## src/hdl/cioc_regs.vh

```
// register offsets, field positions, codes and timing constants of the counter i/o block
`ifndef CIOC_REGS_VH
`define CIOC_REGS_VH

// register byte offsets
`define CIOC_OFS_OUT_FUNC 8'h0A
`define CIOC_OFS_OUT_DIR 8'h0B
`define CIOC_OFS_PULSE0_HI 8'h0C
`define CIOC_OFS_PULSE0_LO 8'h0D
`define CIOC_OFS_PULSE1_HI 8'h0E
`define CIOC_OFS_PULSE1_LO 8'h0F
`define CIOC_OFS_IN_BEHAV 8'h10
`define CIOC_OFS_CMD 8'h18
`define CIOC_OFS_USER_OUT 8'h19
`define CIOC_OFS_STATUS 8'h1A
`define CIOC_OFS_CAP_B3 8'h1C
`define CIOC_OFS_CAP_B2 8'h1D
`define CIOC_OFS_CAP_B1 8'h1E
`define CIOC_OFS_CAP_B0 8'h1F

// reset values
`define CIOC_RST_OUT_FUNC 8'h00
`define CIOC_RST_OUT_DIR 8'hF0
`define CIOC_RST_PULSE 16'h0000
`define CIOC_RST_IN_BEHAV 8'h26
`define CIOC_RST_BYTE 8'h00
`define CIOC_RST_WORD 32'h0000_0000

// output function codes
`define CIOC_OF_USER 4'h0
`define CIOC_OF_GE 4'h1
`define CIOC_OF_LE 4'h2
`define CIOC_OF_PULSE 4'h3
`define CIOC_OF_BETWEEN 4'h4
`define CIOC_OF_SETCLR 4'h5
`define CIOC_OF_OUTSIDE 4'h6

// count direction and edge selection
`define CIOC_DIR_RSVD 2'h0
`define CIOC_EDGE_RSVD 2'h0

// input function codes
`define CIOC_IF_LEVEL 3'h0
`define CIOC_IF_GSTART 3'h1
`define CIOC_IF_GSTOP 3'h2
`define CIOC_IF_SYNC 3'h3
`define CIOC_IF_SYNC_N 3'h4
`define CIOC_IF_CAPTURE 3'h5
`define CIOC_IF_PLAIN 3'h6
`define CIOC_IF_RSVD 3'h7

// timing: pulse duration unit and clock period
`define CIOC_TICK_NS 100000
`define CIOC_CLK_NS 100
`define CIOC_TICK_CYC (`CIOC_TICK_NS / `CIOC_CLK_NS)
`define CIOC_TICK_W 10
`define CIOC_TICK_ONE 10'h001
`define CIOC_TICK_ZERO 10'h000
`define CIOC_TICK_LAST 10'h3E7

// field positions inside the parameter bytes
`define CIOC_F_OF0 3:0
`define CIOC_F_OF1 7:4
`define CIOC_F_DIR0 5:4
`define CIOC_F_DIR1 7:6
`define CIOC_F_IFUNC 2:0
`define CIOC_F_LVL 4
`define CIOC_F_EDGE 6:5
`define CIOC_F_RELOAD 7
`define CIOC_F_PAIR 1:0
`define CIOC_F_SET0 0
`define CIOC_F_SET1 1
`define CIOC_F_HI 15:8
`define CIOC_F_LO 7:0
`define CIOC_F_B3 31:24
`define CIOC_F_B2 23:16
`define CIOC_F_B1 15:8
`define CIOC_F_B0 7:0
`define CIOC_E_RISE 0
`define CIOC_E_FALL 1
`define CIOC_RST_PAIR 2'h0
`define CIOC_STAT_PAD 6'h00

`endif

```

## src/hdl/cioc_top.v

```verilog
// compare outputs and first digital input of a position counter channel
`timescale 1ns/10ps
`default_nettype none
`include "cioc_regs.vh"

// --------------------------------------------------------------
// compare output channel
// --------------------------------------------------------------
module cioc_chan (
    // clock and reset
    input wire clock,
    input wire rst_b,
    // configuration
    input wire tick,
    input wire [3:0] func,
    input wire [1:0] dir,
    input wire [15:0] dur,
    input wire user_lvl,
    input wire set_cmd,
    // counter state
    input wire [31:0] count_value,
    input wire count_up,
    input wire count_step,
    input wire [31:0] cmp_own,
    input wire [31:0] cmp_lo,
    input wire [31:0] cmp_hi,
    // output
    output wire out_q
);

    reg out_r;
    reg [15:0] left_r;
    wire dir_ok;
    wire eval;
    wire reach;
    wire in_range;

    // comparisons only count in the selected directions
    assign dir_ok = (dir[0] & count_up) | (dir[1] & ~count_up); // RL8
    assign eval = count_step & dir_ok; // RL8
    assign reach = eval & (count_value == cmp_own);
    assign in_range = (count_value >= cmp_lo) & (count_value <= cmp_hi);
    assign out_q = out_r;

    // output state per switching rule
    always @(posedge clock) begin
        if (!rst_b) begin
            out_r <= 1'b0;
            left_r <= `CIOC_RST_PULSE;
        end else begin
            case (func)
                `CIOC_OF_USER: begin
                    out_r <= user_lvl; // RL1
                    left_r <= `CIOC_RST_PULSE;
                end
                `CIOC_OF_GE: begin
                    if (eval) begin
                        out_r <= (count_value >= cmp_own); // RL2
                    end
                end
                `CIOC_OF_LE: begin
                    if (eval) begin
                        out_r <= (count_value <= cmp_own); // RL3
                    end
                end
                `CIOC_OF_PULSE: begin
                    if (reach && dur != `CIOC_RST_PULSE) begin
                        out_r <= 1'b1; // RL4
                        left_r <= dur; // RL9
                    end else if (out_r && tick) begin
                        if (left_r <= 16'h0001) begin
                            out_r <= 1'b0; // RL4
                            left_r <= `CIOC_RST_PULSE;
                        end else begin
                            left_r <= left_r - 16'h0001; // RL9
                        end
                    end
                end
                `CIOC_OF_BETWEEN: begin
                    if (eval) begin
                        out_r <= in_range; // RL5
                    end
                end
                `CIOC_OF_SETCLR: begin
                    // a set and a reach in one cycle: the set wins
                    if (set_cmd) begin
                        out_r <= 1'b1; // RL6
                    end else if (reach) begin
                        out_r <= 1'b0; // RL6
                    end
                end
                `CIOC_OF_OUTSIDE: begin
                    if (eval) begin
                        out_r <= ~in_range; // RL7
                    end
                end
                default: begin
                    out_r <= 1'b0;
                end
            endcase
        end
    end

endmodule

// --------------------------------------------------------------
// top level
// --------------------------------------------------------------
// Functional notes
// [RL1] code 0000: output follows the user program level only
// [RL2] greater-or-equal mode: output high while count at or above comparison
// [RL3] less-or-equal mode: output high while count at or below comparison
// [RL4] code 0011: pulse of configured length when count hits comparison
// [RL5] code 0100: second output high between comparison values; reserved for first
// [RL6] code 0101: set by controller command, cleared when count hits comparison
// [RL7] code 0110: second output high outside comparison range; reserved for first
// [RL8] direction field: 01 forward, 10 backward, 11 both, 00 reserved
// [RL9] pulse length is 16-bit count of 0.1 ms units
// [RL10] input function 001 opens the gate on selected edge
// [RL11] input function 010 closes the gate on selected edge
// [RL12] input function 100 enables zero-mark synchronisation while input active
// [RL13] input function 101 captures counter value on selected edge
// [RL14] input function 110 is a plain reported input; 111 reserved
// [RL15] edge select: 01 rising, 10 falling, 11 both, 00 reserved
// [RL16] level select 0 means high active, 1 means low active
// [RL17] capture flag 1 reloads counter start value after capture
// [RL18] writes holding reserved codes are dropped, old settings kept
module cioc_top (
    // clock and reset
    input wire clock,
    input wire rst_b,
    // register port
    input wire [7:0] addr,
    input wire [7:0] wdata,
    input wire wr,
    input wire rd,
    output wire [7:0] rdata,
    // counter core
    input wire [31:0] count_value,
    input wire count_up,
    input wire count_step,
    input wire [31:0] cmp_value0,
    input wire [31:0] cmp_value1,
    input wire zero_mark,
    // field signals
    input wire digital_input_first,
    output wire compare_output_first,
    output wire compare_output_second,
    // counter control
    output wire gate_level,
    output wire gate_open,
    output wire gate_close,
    output wire sync_strobe,
    output wire capture_strobe,
    output wire reload_strobe,
    output wire [31:0] capture_value
);

    // ----------------------------------------------------------
    // registers
    // ----------------------------------------------------------
    reg [7:0] out_func_r;
    reg [7:0] out_dir_r;
    reg [15:0] pulse0_r;
    reg [15:0] pulse1_r;
    reg [7:0] in_behav_r;
    reg [1:0] user_out_r;
    reg [1:0] set_cmd_r;
    reg [7:0] rdata_r;
    reg [31:0] cap_r;
    reg in_prev_r;
    reg gate_lvl_r;
    reg gate_open_r;
    reg gate_close_r;
    reg sync_r;
    reg cap_stb_r;
    reg reload_r;
    reg [`CIOC_TICK_W-1:0] tick_cnt_r;
    reg tick_r;

    // ----------------------------------------------------------
    // decoded fields
    // ----------------------------------------------------------
    wire wr_func_ok;
    wire wr_dir_ok;
    wire wr_in_ok;
    wire [2:0] in_func;
    wire [1:0] in_edge;
    wire in_act;
    wire rise;
    wire fall;
    wire edge_hit;
    wire [7:0] status;

    // first output refuses 0100 and 0110 up, second output 0111 up
    assign wr_func_ok = ((wdata[`CIOC_F_OF0] <= `CIOC_OF_PULSE) ||
                         (wdata[`CIOC_F_OF0] == `CIOC_OF_SETCLR)) &&
                        (wdata[`CIOC_F_OF1] <= `CIOC_OF_OUTSIDE); // RL18

    // direction 00 is reserved for either output
    assign wr_dir_ok = (wdata[`CIOC_F_DIR0] != `CIOC_DIR_RSVD) &&
                       (wdata[`CIOC_F_DIR1] != `CIOC_DIR_RSVD); // RL18

    // input function 111 and edge code 00 are reserved
    assign wr_in_ok = (wdata[`CIOC_F_IFUNC] != `CIOC_IF_RSVD) &&
                      (wdata[`CIOC_F_EDGE] != `CIOC_EDGE_RSVD); // RL18

    // input role, edge choice and polarity
    assign in_func = in_behav_r[`CIOC_F_IFUNC];
    assign in_edge = in_behav_r[`CIOC_F_EDGE];
    assign in_act = digital_input_first ^ in_behav_r[`CIOC_F_LVL]; // RL16
    assign rise = digital_input_first & ~in_prev_r;
    assign fall = ~digital_input_first & in_prev_r;
    assign edge_hit = (in_edge[`CIOC_E_RISE] & rise) |
                      (in_edge[`CIOC_E_FALL] & fall); // RL15

    // status byte: active input level and level gate
    assign status = {`CIOC_STAT_PAD, gate_lvl_r, in_act}; // RL14

    // ----------------------------------------------------------
    // parameter record
    // ----------------------------------------------------------
    // writes holding a reserved code are dropped as a whole byte
    always @(posedge clock) begin
        if (!rst_b) begin
            out_func_r <= `CIOC_RST_OUT_FUNC;
            out_dir_r <= `CIOC_RST_OUT_DIR;
            pulse0_r <= `CIOC_RST_PULSE;
            pulse1_r <= `CIOC_RST_PULSE;
            in_behav_r <= `CIOC_RST_IN_BEHAV;
            user_out_r <= `CIOC_RST_PAIR;
        end else if (wr) begin
            if (addr == `CIOC_OFS_OUT_FUNC) begin
                if (wr_func_ok) begin
                    out_func_r <= wdata; // RL18
                end
            end else if (addr == `CIOC_OFS_OUT_DIR) begin
                if (wr_dir_ok) begin
                    out_dir_r <= wdata; // RL8
                end
            end else if (addr == `CIOC_OFS_PULSE0_HI) begin
                pulse0_r[`CIOC_F_HI] <= wdata; // RL9
            end else if (addr == `CIOC_OFS_PULSE0_LO) begin
                pulse0_r[`CIOC_F_LO] <= wdata; // RL9
            end else if (addr == `CIOC_OFS_PULSE1_HI) begin
                pulse1_r[`CIOC_F_HI] <= wdata; // RL9
            end else if (addr == `CIOC_OFS_PULSE1_LO) begin
                pulse1_r[`CIOC_F_LO] <= wdata; // RL9
            end else if (addr == `CIOC_OFS_IN_BEHAV) begin
                if (wr_in_ok) begin
                    in_behav_r <= wdata; // RL14
                end
            end else if (addr == `CIOC_OFS_USER_OUT) begin
                user_out_r <= wdata[`CIOC_F_PAIR]; // RL1
            end
        end
    end

    // set command lasts one cycle per write to the command byte
    always @(posedge clock) begin
        if (!rst_b) begin
            set_cmd_r <= `CIOC_RST_PAIR;
        end else if (wr && addr == `CIOC_OFS_CMD) begin
            set_cmd_r <= wdata[`CIOC_F_PAIR]; // RL6
        end else begin
            set_cmd_r <= `CIOC_RST_PAIR;
        end
    end

    // ----------------------------------------------------------
    // pulse time base
    // ----------------------------------------------------------
    // one enable pulse every tenth of a millisecond
    always @(posedge clock) begin
        if (!rst_b) begin
            tick_cnt_r <= `CIOC_TICK_ZERO;
            tick_r <= 1'b0;
        end else if (tick_cnt_r == `CIOC_TICK_LAST) begin
            tick_cnt_r <= `CIOC_TICK_ZERO;
            tick_r <= 1'b1; // RL9
        end else begin
            tick_cnt_r <= tick_cnt_r + `CIOC_TICK_ONE;
            tick_r <= 1'b0;
        end
    end

    // ----------------------------------------------------------
    // compare outputs
    // ----------------------------------------------------------
    // first output: own comparison value 0
    cioc_chan ch0_u (
        .clock(clock),
        .rst_b(rst_b),
        .tick(tick_r),
        .func(out_func_r[`CIOC_F_OF0]),
        .dir(out_dir_r[`CIOC_F_DIR0]),
        .dur(pulse0_r),
        .user_lvl(user_out_r[`CIOC_F_SET0]),
        .set_cmd(set_cmd_r[`CIOC_F_SET0]),
        .count_value(count_value),
        .count_up(count_up),
        .count_step(count_step),
        .cmp_own(cmp_value0),
        .cmp_lo(cmp_value0),
        .cmp_hi(cmp_value1),
        .out_q(compare_output_first)
    );

    // second output: own comparison value 1, range from 0 to 1
    cioc_chan ch1_u (
        .clock(clock),
        .rst_b(rst_b),
        .tick(tick_r),
        .func(out_func_r[`CIOC_F_OF1]),
        .dir(out_dir_r[`CIOC_F_DIR1]),
        .dur(pulse1_r),
        .user_lvl(user_out_r[`CIOC_F_SET1]),
        .set_cmd(set_cmd_r[`CIOC_F_SET1]),
        .count_value(count_value),
        .count_up(count_up),
        .count_step(count_step),
        .cmp_own(cmp_value1),
        .cmp_lo(cmp_value0),
        .cmp_hi(cmp_value1),
        .out_q(compare_output_second)
    );

    // ----------------------------------------------------------
    // first digital input
    // ----------------------------------------------------------
    // the previous level is seeded from the pin so reset makes no edge
    always @(posedge clock) begin
        if (!rst_b) begin
            in_prev_r <= digital_input_first;
            gate_lvl_r <= 1'b0;
            gate_open_r <= 1'b0;
            gate_close_r <= 1'b0;
            sync_r <= 1'b0;
            cap_stb_r <= 1'b0;
            reload_r <= 1'b0;
            cap_r <= `CIOC_RST_WORD;
        end else begin
            in_prev_r <= digital_input_first;
            gate_lvl_r <= (in_func == `CIOC_IF_LEVEL) & in_act;
            gate_open_r <= (in_func == `CIOC_IF_GSTART) & edge_hit; // RL10
            gate_close_r <= (in_func == `CIOC_IF_GSTOP) & edge_hit; // RL11
            // zero mark only counts while the enable input is active
            sync_r <= ((in_func == `CIOC_IF_SYNC) & edge_hit) |
                      ((in_func == `CIOC_IF_SYNC_N) & in_act & zero_mark); // RL12
            cap_stb_r <= (in_func == `CIOC_IF_CAPTURE) & edge_hit; // RL13
            reload_r <= (in_func == `CIOC_IF_CAPTURE) & edge_hit &
                        in_behav_r[`CIOC_F_RELOAD]; // RL17
            if ((in_func == `CIOC_IF_CAPTURE) && edge_hit) begin
                cap_r <= count_value; // RL13
            end
        end
    end

    // ----------------------------------------------------------
    // register read
    // ----------------------------------------------------------
    // read data stand for one cycle after the read strobe
    always @(posedge clock) begin
        if (!rst_b) begin
            rdata_r <= `CIOC_RST_BYTE;
        end else if (!rd) begin
            rdata_r <= `CIOC_RST_BYTE;
        end else if (addr == `CIOC_OFS_OUT_FUNC) begin
            rdata_r <= out_func_r;
        end else if (addr == `CIOC_OFS_OUT_DIR) begin
            rdata_r <= out_dir_r;
        end else if (addr == `CIOC_OFS_PULSE0_HI) begin
            rdata_r <= pulse0_r[`CIOC_F_HI];
        end else if (addr == `CIOC_OFS_PULSE0_LO) begin
            rdata_r <= pulse0_r[`CIOC_F_LO];
        end else if (addr == `CIOC_OFS_PULSE1_HI) begin
            rdata_r <= pulse1_r[`CIOC_F_HI];
        end else if (addr == `CIOC_OFS_PULSE1_LO) begin
            rdata_r <= pulse1_r[`CIOC_F_LO];
        end else if (addr == `CIOC_OFS_IN_BEHAV) begin
            rdata_r <= in_behav_r;
        end else if (addr == `CIOC_OFS_USER_OUT) begin
            rdata_r <= {`CIOC_STAT_PAD, user_out_r};
        end else if (addr == `CIOC_OFS_STATUS) begin
            rdata_r <= status; // RL14
        end else if (addr == `CIOC_OFS_CAP_B3) begin
            rdata_r <= cap_r[`CIOC_F_B3];
        end else if (addr == `CIOC_OFS_CAP_B2) begin
            rdata_r <= cap_r[`CIOC_F_B2];
        end else if (addr == `CIOC_OFS_CAP_B1) begin
            rdata_r <= cap_r[`CIOC_F_B1];
        end else if (addr == `CIOC_OFS_CAP_B0) begin
            rdata_r <= cap_r[`CIOC_F_B0];
        end else begin
            rdata_r <= `CIOC_RST_BYTE;
        end
    end

    // ----------------------------------------------------------
    // outputs
    // ----------------------------------------------------------
    // every output comes straight from a flip-flop
    assign rdata = rdata_r;
    assign gate_level = gate_lvl_r;
    assign gate_open = gate_open_r;
    assign gate_close = gate_close_r;
    assign sync_strobe = sync_r;
    assign capture_strobe = cap_stb_r;
    assign reload_strobe = reload_r;
    assign capture_value = cap_r;

endmodule
`default_nettype wire

```

## config.mk

```make
export PLATFORM = sky130hd
export DESIGN_NAME = cioc_top
export DESIGN_NICKNAME = d
export VERILOG_FILES = /design/src/hdl/cioc_top.v
export VERILOG_INCLUDE_DIRS = /design/src /design/src/hdl
export SDC_FILE = /design/constraint.sdc
export NUM_CORES = 1
export LEC_CHECK = 0
export ABC_AREA = 1
export BUFFER_PORTS_ARGS = -buffer_cell sky130_fd_sc_hd__buf_2
export CAP_MARGIN = 20
export CORE_MARGIN = 5
export CORE_UTILIZATION = 51
export DETAILED_ROUTE_END_ITERATION = 16
export PLACE_DENSITY = 0.77
export SLEW_MARGIN = 20
export SYNTH_ARGS = -nofsm -noshare
export SYNTH_HDL_FRONTEND = slang
export SYNTH_SLANG_ARGS = --single-unit
```

## constraint.sdc

```tcl
create_clock -name clock -period 2.25 [get_ports clock]
set_input_delay 0.45 -clock clock [delete_from_list [all_inputs] [get_ports clock]]
set_output_delay 0.45 -clock clock [all_outputs]
set_load 0.02 [all_outputs]
```

==> impl_metrics.yaml, run 1 <==
cells_and_area:
  nNetsFinal: 1788
  antenna_cells: 0
  fillCellCount: 1609
  syn_to_final_growth_pct: 24.50
  drive_gt1_frac: 0.2056
logic_synthesis:
  yosys.area_share.adder: 0.09328
  synth_top_family_by_area: "simple AND/OR/NAND/NOR gates"
  synth_xor_xnor_area_share: 0.02271
  synth_top_area_share: 0.3288
  synth_top_area_cell: "dfxtp_1"
  yosys-top-cells-area: "dfxtp_1 33%, nand2_1 11%, ha_1 9.3%"
  synthMuxAreaShare: 0
  synth_simple_gate_area_frac: 0.2525
  syn_area_um2: 9255
  synth-edff-count: 0
  yosys_warnings: 0
  synth_common_cells: "275 x nand2_1, 194 x inv_1, 152 x dfxtp_1"
  synth_compound_area_frac: 0.2013
  ys.flop_type: "dfxtp_1"
  ys_types: 47
  synthCells: 1360
  yosysMostFrequentCell: "nand2_1"
  asyncSetResetFlopFracSynth: 0
  syn_avg_cell_area_um2: 6.805
  syn_nets: 1549
  yosysSeqAreaShare: 0.3288
  yosys_register_bits: 152
sta:
  period_share: 0.9357
  setup_tns_ps: 0
  rsz0062_at_grt: "false"
  worst_pin_slew_ps: 695.4
  finalSetupViolCount: 0
  min_period_ps: 2105
  finalClockSkew_ps: 6.865
  slew_violations: 0
  whs_ps: 187.3
  maxClockFrequency_mhz: 475.0
  hold_viol_final: 0
  slew_headroom: 0.5363
routing:
  post-route-drc-count: 0
  drtIter0Drc: 924
  wl_um: 29170
  first_pass_iters: 6
  avgViaCountPerCell: 5.417
  via_count: 9962
  antenna_left: 0
  post_drt_wl_per_cell_um: 15.86
clocking:
  htreeDepth: 4
  clk_pin_slew_ps: 60
  cts_root_buf: "clkbuf_16"
  cts.sinks: 152
  clockBufferDepth: 2
  cts_setup_buffers: 0
  cts_tree: "built"
  worst_skew_pair.late_latency_ps: 440
  cts_buffers: 17
grt:
  grt_pass1_vias: 9469
  gr-total-overflow: 0
  grt-busiest-layer: "met2"
  grt_max_degree: 49
  antenna_found_initial: 0
  grt_pass1_wl_um: 46890
  track_usage: 0.2819
  grtUsageMet2: 0.4674
  use_met1: 0.3666
  grt_util_met3: 0.06211
die:
  rows: 49
  io_pins: 168
  floorplan.die.width_um: 144.7
  core_area_um2: 17900
  dieArea_um2: 20940
  start_util: 0.5170
  die_h_um: 144.7
power_and_ir_drop:
  p_sw_frac: 0.2462
  p_int_mw: 4.649
  p_sw_mw: 1.519
  p_clk_frac: 0.454
  seqPwrFrac: 0.438
  pwr-share-comb: 0.108
  power_mw: 6.168
  ir_worst_vdd_mv: 0.5391
  power.density_nw_per_um2: 535.3
  p_leak_nw: 5.718
placed_design:
  hpwl_um: 22610
  routabilityCongestion: 0.9455
  io_buffers: 167
worst_setup_path:
  reg2regPathDepth: 12
  critical_path_class: "reg2reg"
  reg2reg_from: "ch0_u.left_r[0]"
  worstSetupStartpointType: "register"
  r2r_slack_ps: 140
  crit_arrival_ps: 2470
  end_kind: "register"
  cp.required_ps: 2620
  timing.rr.end: "ch0_u.left_r[14]"
  critical_path.max_fanout: 6
min_path:
  worstHoldStart: "digital_input_first"
  hold_depth: 1
  hp-class: "in2reg"
  hold_end: "in_prev_r"
job:
  cap_violations: 0
run_status:
  status: "finished clean"
registers in the layout, summed over array words and instances, names as in the netlist:
name	flops
capture_strobe	1
capture_value	32
ch0_u.left_r	16
ch0_u.out_q	1
ch1_u.left_r	16
ch1_u.out_q	1
gate_close	1
gate_level	1
gate_open	1
in_behav_r	8
in_prev_r	1
out_dir_r	8
out_func_r	8
pulse0_r	16
pulse1_r	16
rdata	8
reload_strobe	1
set_cmd_r	2
sync_strobe	1
tick_cnt_r	10
tick_r	1
user_out_r	2
cells by family after synthesis:
logic type | Yosys count
flops | 152
xor+xnor | 24
compound gates | 330
buf+inv | 238
fa+ha+maj | 69
simple gates | 547
critical path: stages (launching register included):
cell,delay [ps]
dfxtp_1,360
inv_1,100
ha_1,220
nand2_1,110
nor3_2,180
nand2_1,130
nor3_2,200
nand2_1,160
nor2_1,160
o21ai_0,110
o21ai_1,130
nand2_1,60
a21oi_1,120
timing repair:
action | in CTS | in global routing
hold buffers | 0 | 0
endpoints found under the setup margin | 0 | 20
resized for setup | 0 | 5
layout by cell type, fill, tap and decap left out, types with 24 or more instances in the layout:
master,Yosys,routed
o21ai_0,120,119
buf_2,6,167
nand3_1,27,26
buf_4,2,87
ha_1,69,69
inv_1,194,194
nor3_1,31,31
nand2_1,275,275
nor2_1,148,148
o22ai_1,24,24
a21oi_1,131,131
dfxtp_1,152,152
worst max-delay path by stage:
stage	from	end	slack [ps]
floorplan	cmp_value1[23]	ch1_u.left_r[10]	30
global placement	count_value[7]	ch0_u.left_r[3]	-260
global route	count_value[11]	ch1_u.out_q	10
CTS	count_value[7]	ch0_u.left_r[0]	120
detailed placement	count_value[7]	ch0_u.left_r[0]	-320
finish	ch0_u.left_r[0]	ch0_u.left_r[14]	140
final cells by class:
cell class / instances / area [um2] / share of cell area
sequential: 152 / 3043 / 0.2641
tap: 229 / 286.5 / 0.02487
timing repair buffer: 259 / 1589 / 0.1379
multi-input combinational: 970 / 5295 / 0.4596
clock buffer: 21 / 460.4 / 0.03996
clock inverter: 9 / 101.3 / 0.008796
inverter: 199 / 747.0 / 0.06483
power by group through the flow:
stage / clock network [mW] / registers, mW / logic, mW
final: 2.80 / 2.70 / 0.663
after global routing: 2.95 / 2.70 / 0.747
after CTS: 2.80 / 2.70 / 0.657
after detailed placement: 0 / 2.76 / 0.652
after global placement: 0 / 2.76 / 0.634
after floorplan: 0 / 2.76 / 0.326
per-stage QoR:
stage	cells	util	setup slack (ps)	cell area (um2)
final	1839	0.6436	144.6	11520
after floorplan	1360	-	25.65	9255
after global routing	1839	0.6436	14.18	11520
after detailed placement	1809	0.6111	-319.9	10940
after global placement	1809	0.6111	-257.8	10940
after CTS	1839	0.6424	116.5	11500
per-layer routing:
metal  part of all wire  wire (um)  up-vias
met5                  0          0        -
met4              0.024        687        0
met3              0.075       2184       68
met2               0.47      13790      385
met1               0.43      12510     4540
li1                   -          -     4969
Power figures use the tool's default switching activity.
==> inputs of run 2 (changes only) <==
--- a/config.mk
+++ b/config.mk
@@ -10,9 +10,10 @@
 export BUFFER_PORTS_ARGS = -buffer_cell sky130_fd_sc_hd__buf_2
 export CAP_MARGIN = 20
 export CORE_MARGIN = 5
-export CORE_UTILIZATION = 51
+export CORE_UTILIZATION = 61
 export DETAILED_ROUTE_END_ITERATION = 16
-export PLACE_DENSITY = 0.77
+export PLACE_DENSITY = 0.86
+export SETUP_SLACK_MARGIN = 0.4
 export SLEW_MARGIN = 20
 export SYNTH_ARGS = -nofsm -noshare
 export SYNTH_HDL_FRONTEND = slang
==> constraint.sdc (replaced) <==
create_clock -name clock -period 2.53 [get_ports clock]
set_input_delay 0.506 -clock clock [delete_from_list [all_inputs] [get_ports clock]]
set_output_delay 0.506 -clock clock [all_outputs]
set_load 0.02 [all_outputs]
==> impl_metrics.yaml, run 2 (synthesis gave the netlist of run 1 again) <==
routing:
  first_pass_iters: 6
  antenna_left: 0
  post_drt_wl_per_cell_um: 17.87
  post-route-drc-count: 0
  met3_length_um: 3133
  drtIter0Drc: 1184
  wl_um: 31330
  avgViaCountPerCell: 5.946
  top_layer_used: "met4"
  via_count: 10420
  wl_met1_um: 12270
  met2_length_um: 14370
placed_design:
  io_buffers: 167
  hpwl_um: 22190
  placed_cells: 1709
  routabilityCongestion: 1.012
  placed_area_um2: 10830
cells_and_area:
  mostFrequentLayoutCell: "nand2_1"
  fin_area_um2: 11800
  drive_gt1_frac: 0.2410
  largest_reg_flops: 32
  instances_no_fill: 1753
  nNetsFinal: 1741
  mostFrequentLayoutCells: "251 x nand2_1, 165 x inv_1, 151 x buf_2"
  fillCellCount: 1053
  syn_to_final_growth_pct: 27.46
die:
  rows: 45
  dieArea_um2: 17740
  start_util: 0.6156
  floorplan.die.width_um: 133.2
  io_pins: 168
  core_area_um2: 15030
  die_h_um: 133.2
grt:
  antenna_found_initial: 1
  gr-total-overflow: 0
  track_usage: 0.3177
  grt_pass1_vias: 9432
  grt_max_degree: 45
  grt_pass1_wl_um: 45710
worst_setup_path:
  critPathBufInv: 4
  end_kind: "register"
  critical_path_class: "in2reg"
  crit_arrival_ps: 2500
  path_cells: "buf_2, inv_12, ha_4, nand2_2, nor2_2, nand4_2, nor2_2, nand3_2, nor2_4, inv_2, buf_4, o22ai_1, nand2_2, a21oi_2"
  cp_top_family: "simple AND/OR/NAND/NOR gates"
  worstSetupStartpointType: "input pin"
  crit_slowest_cell: "ha_4"
  slowest_delay_ps: 260
  critical_path.max_fanout: 17
  cp.required_ps: 2890
sta:
  worst_pin_slew_ps: 679.7
  hold_viol_final: 0
  finalClockSkew_ps: 8.117
  slew_violations: 0
  whs_ps: 253.4
  rsz0062_at_grt: "true"
  finalSetupViolCount: 0
  slew_headroom: 0.5434
  period_share: 0.8458
  maxClockFrequency_mhz: 467.3
  min_period_ps: 2140
clocking:
  cts_root_buf: "clkbuf_16"
  clk_pin_slew_ps: 60
  htreeDepth: 4
  worst_skew_pair.late_latency_ps: 430
  cts_hold_buf: 0
  cts_buffers: 17
  cts_tree: "built"
  clockBufferDepth: 2
  cts.sinks: 152
power_and_ir_drop:
  power.density_nw_per_um2: 481.4
  p_leak_nw: 5.557
  ir_worst_vdd_mv: 0.5237
job:
  cap_violations: 0
min_path:
  hp-class: "in2reg"
run_status:
  status: "finished clean"
## run 2: changes by cell type in the layout (fill, tap and decap cells not counted), sizes merged
cell	previous run	this run
clkinv	8	6
o21ai	124	125
diode	0	1
buf	259	210
clkbuf	21	24
bufinv	2	3
## run 2: what timing repair did
item,in CTS,in global routing
pin swaps,0,21
setup buffers,0,10
endpoints found under the hold margin,0,0
resized for setup,2,69
gates cloned,0,2
endpoints found under the setup margin,3,36
## run 2: metal layers
layer,global-route usage,vias up
li1,-,4894
met5,0,-
met1,0.4180,4779
met3,0.08308,139
met2,0.4960,612
met4,0.1349,0
## run 2: worst paths after layout
| check | endpoint | slack, ps | depth (start not counted) | startpoint |
|---|---|---|---|---|
| max | ch1_u.left_r[2] | 390 | 14 | cmp_value1[15] |
| min | in_prev_r | 250 | 1 | digital_input_first |
| max reg2reg | ch1_u.left_r[10] | 470 | 12 | ch1_u.left_r[0] |
| min reg2reg | tick_cnt_r[0] | 450 | 1 | tick_cnt_r[0] |
## run 2: report_power, final
group / leakage (nW) / switching, mW / internal, mW
clock: 0.287 / 0.990 / 1.59
sequential: 1.23 / 0.00445 / 2.40
combinational: 4.04 / 0.405 / 0.285
total: 5.56 / 1.40 / 4.28
## run 2: worst reg2reg max path, cell delays in order, from the launching register on
cell and delay, ps:
dfxtp_1 350, inv_1 70, ha_1 220, inv_1 70, nor2_2 180, inv_1 80, nor2_2 200, inv_1 130
nor3_1 230, xnor2_1 160, o22ai_1 100, nand2_1 90, a21oi_2 50
## run 2: final cells by class
cell class | instances | area (um2) | share of cell area
flip-flops and latches | 152 | 3045 | 0.2582
multi-input cells | 971 | 5816 | 0.4930
inverters | 199 | 812.0 | 0.06884
repair buffers | 211 | 1296 | 0.1099
clock inverters | 8 | 121.4 | 0.01029
clock buffers | 23 | 467.9 | 0.03967
diodes | 1 | 2.502 | 0.0002121
well taps | 188 | 235.2 | 0.01994
## run 2: stage by stage
stage	TNS, ps	worst slack (ps)	util	power, mW
after global placement	0	49.60	0.7201	3.028
final	0	390.1	0.7847	5.679
after detailed placement	-21.93	-11.92	0.7201	3.052
after global routing	0	302.4	0.7847	5.878
after floorplan	0	326.9	-	2.797
after CTS	0	408.6	0.7601	5.588
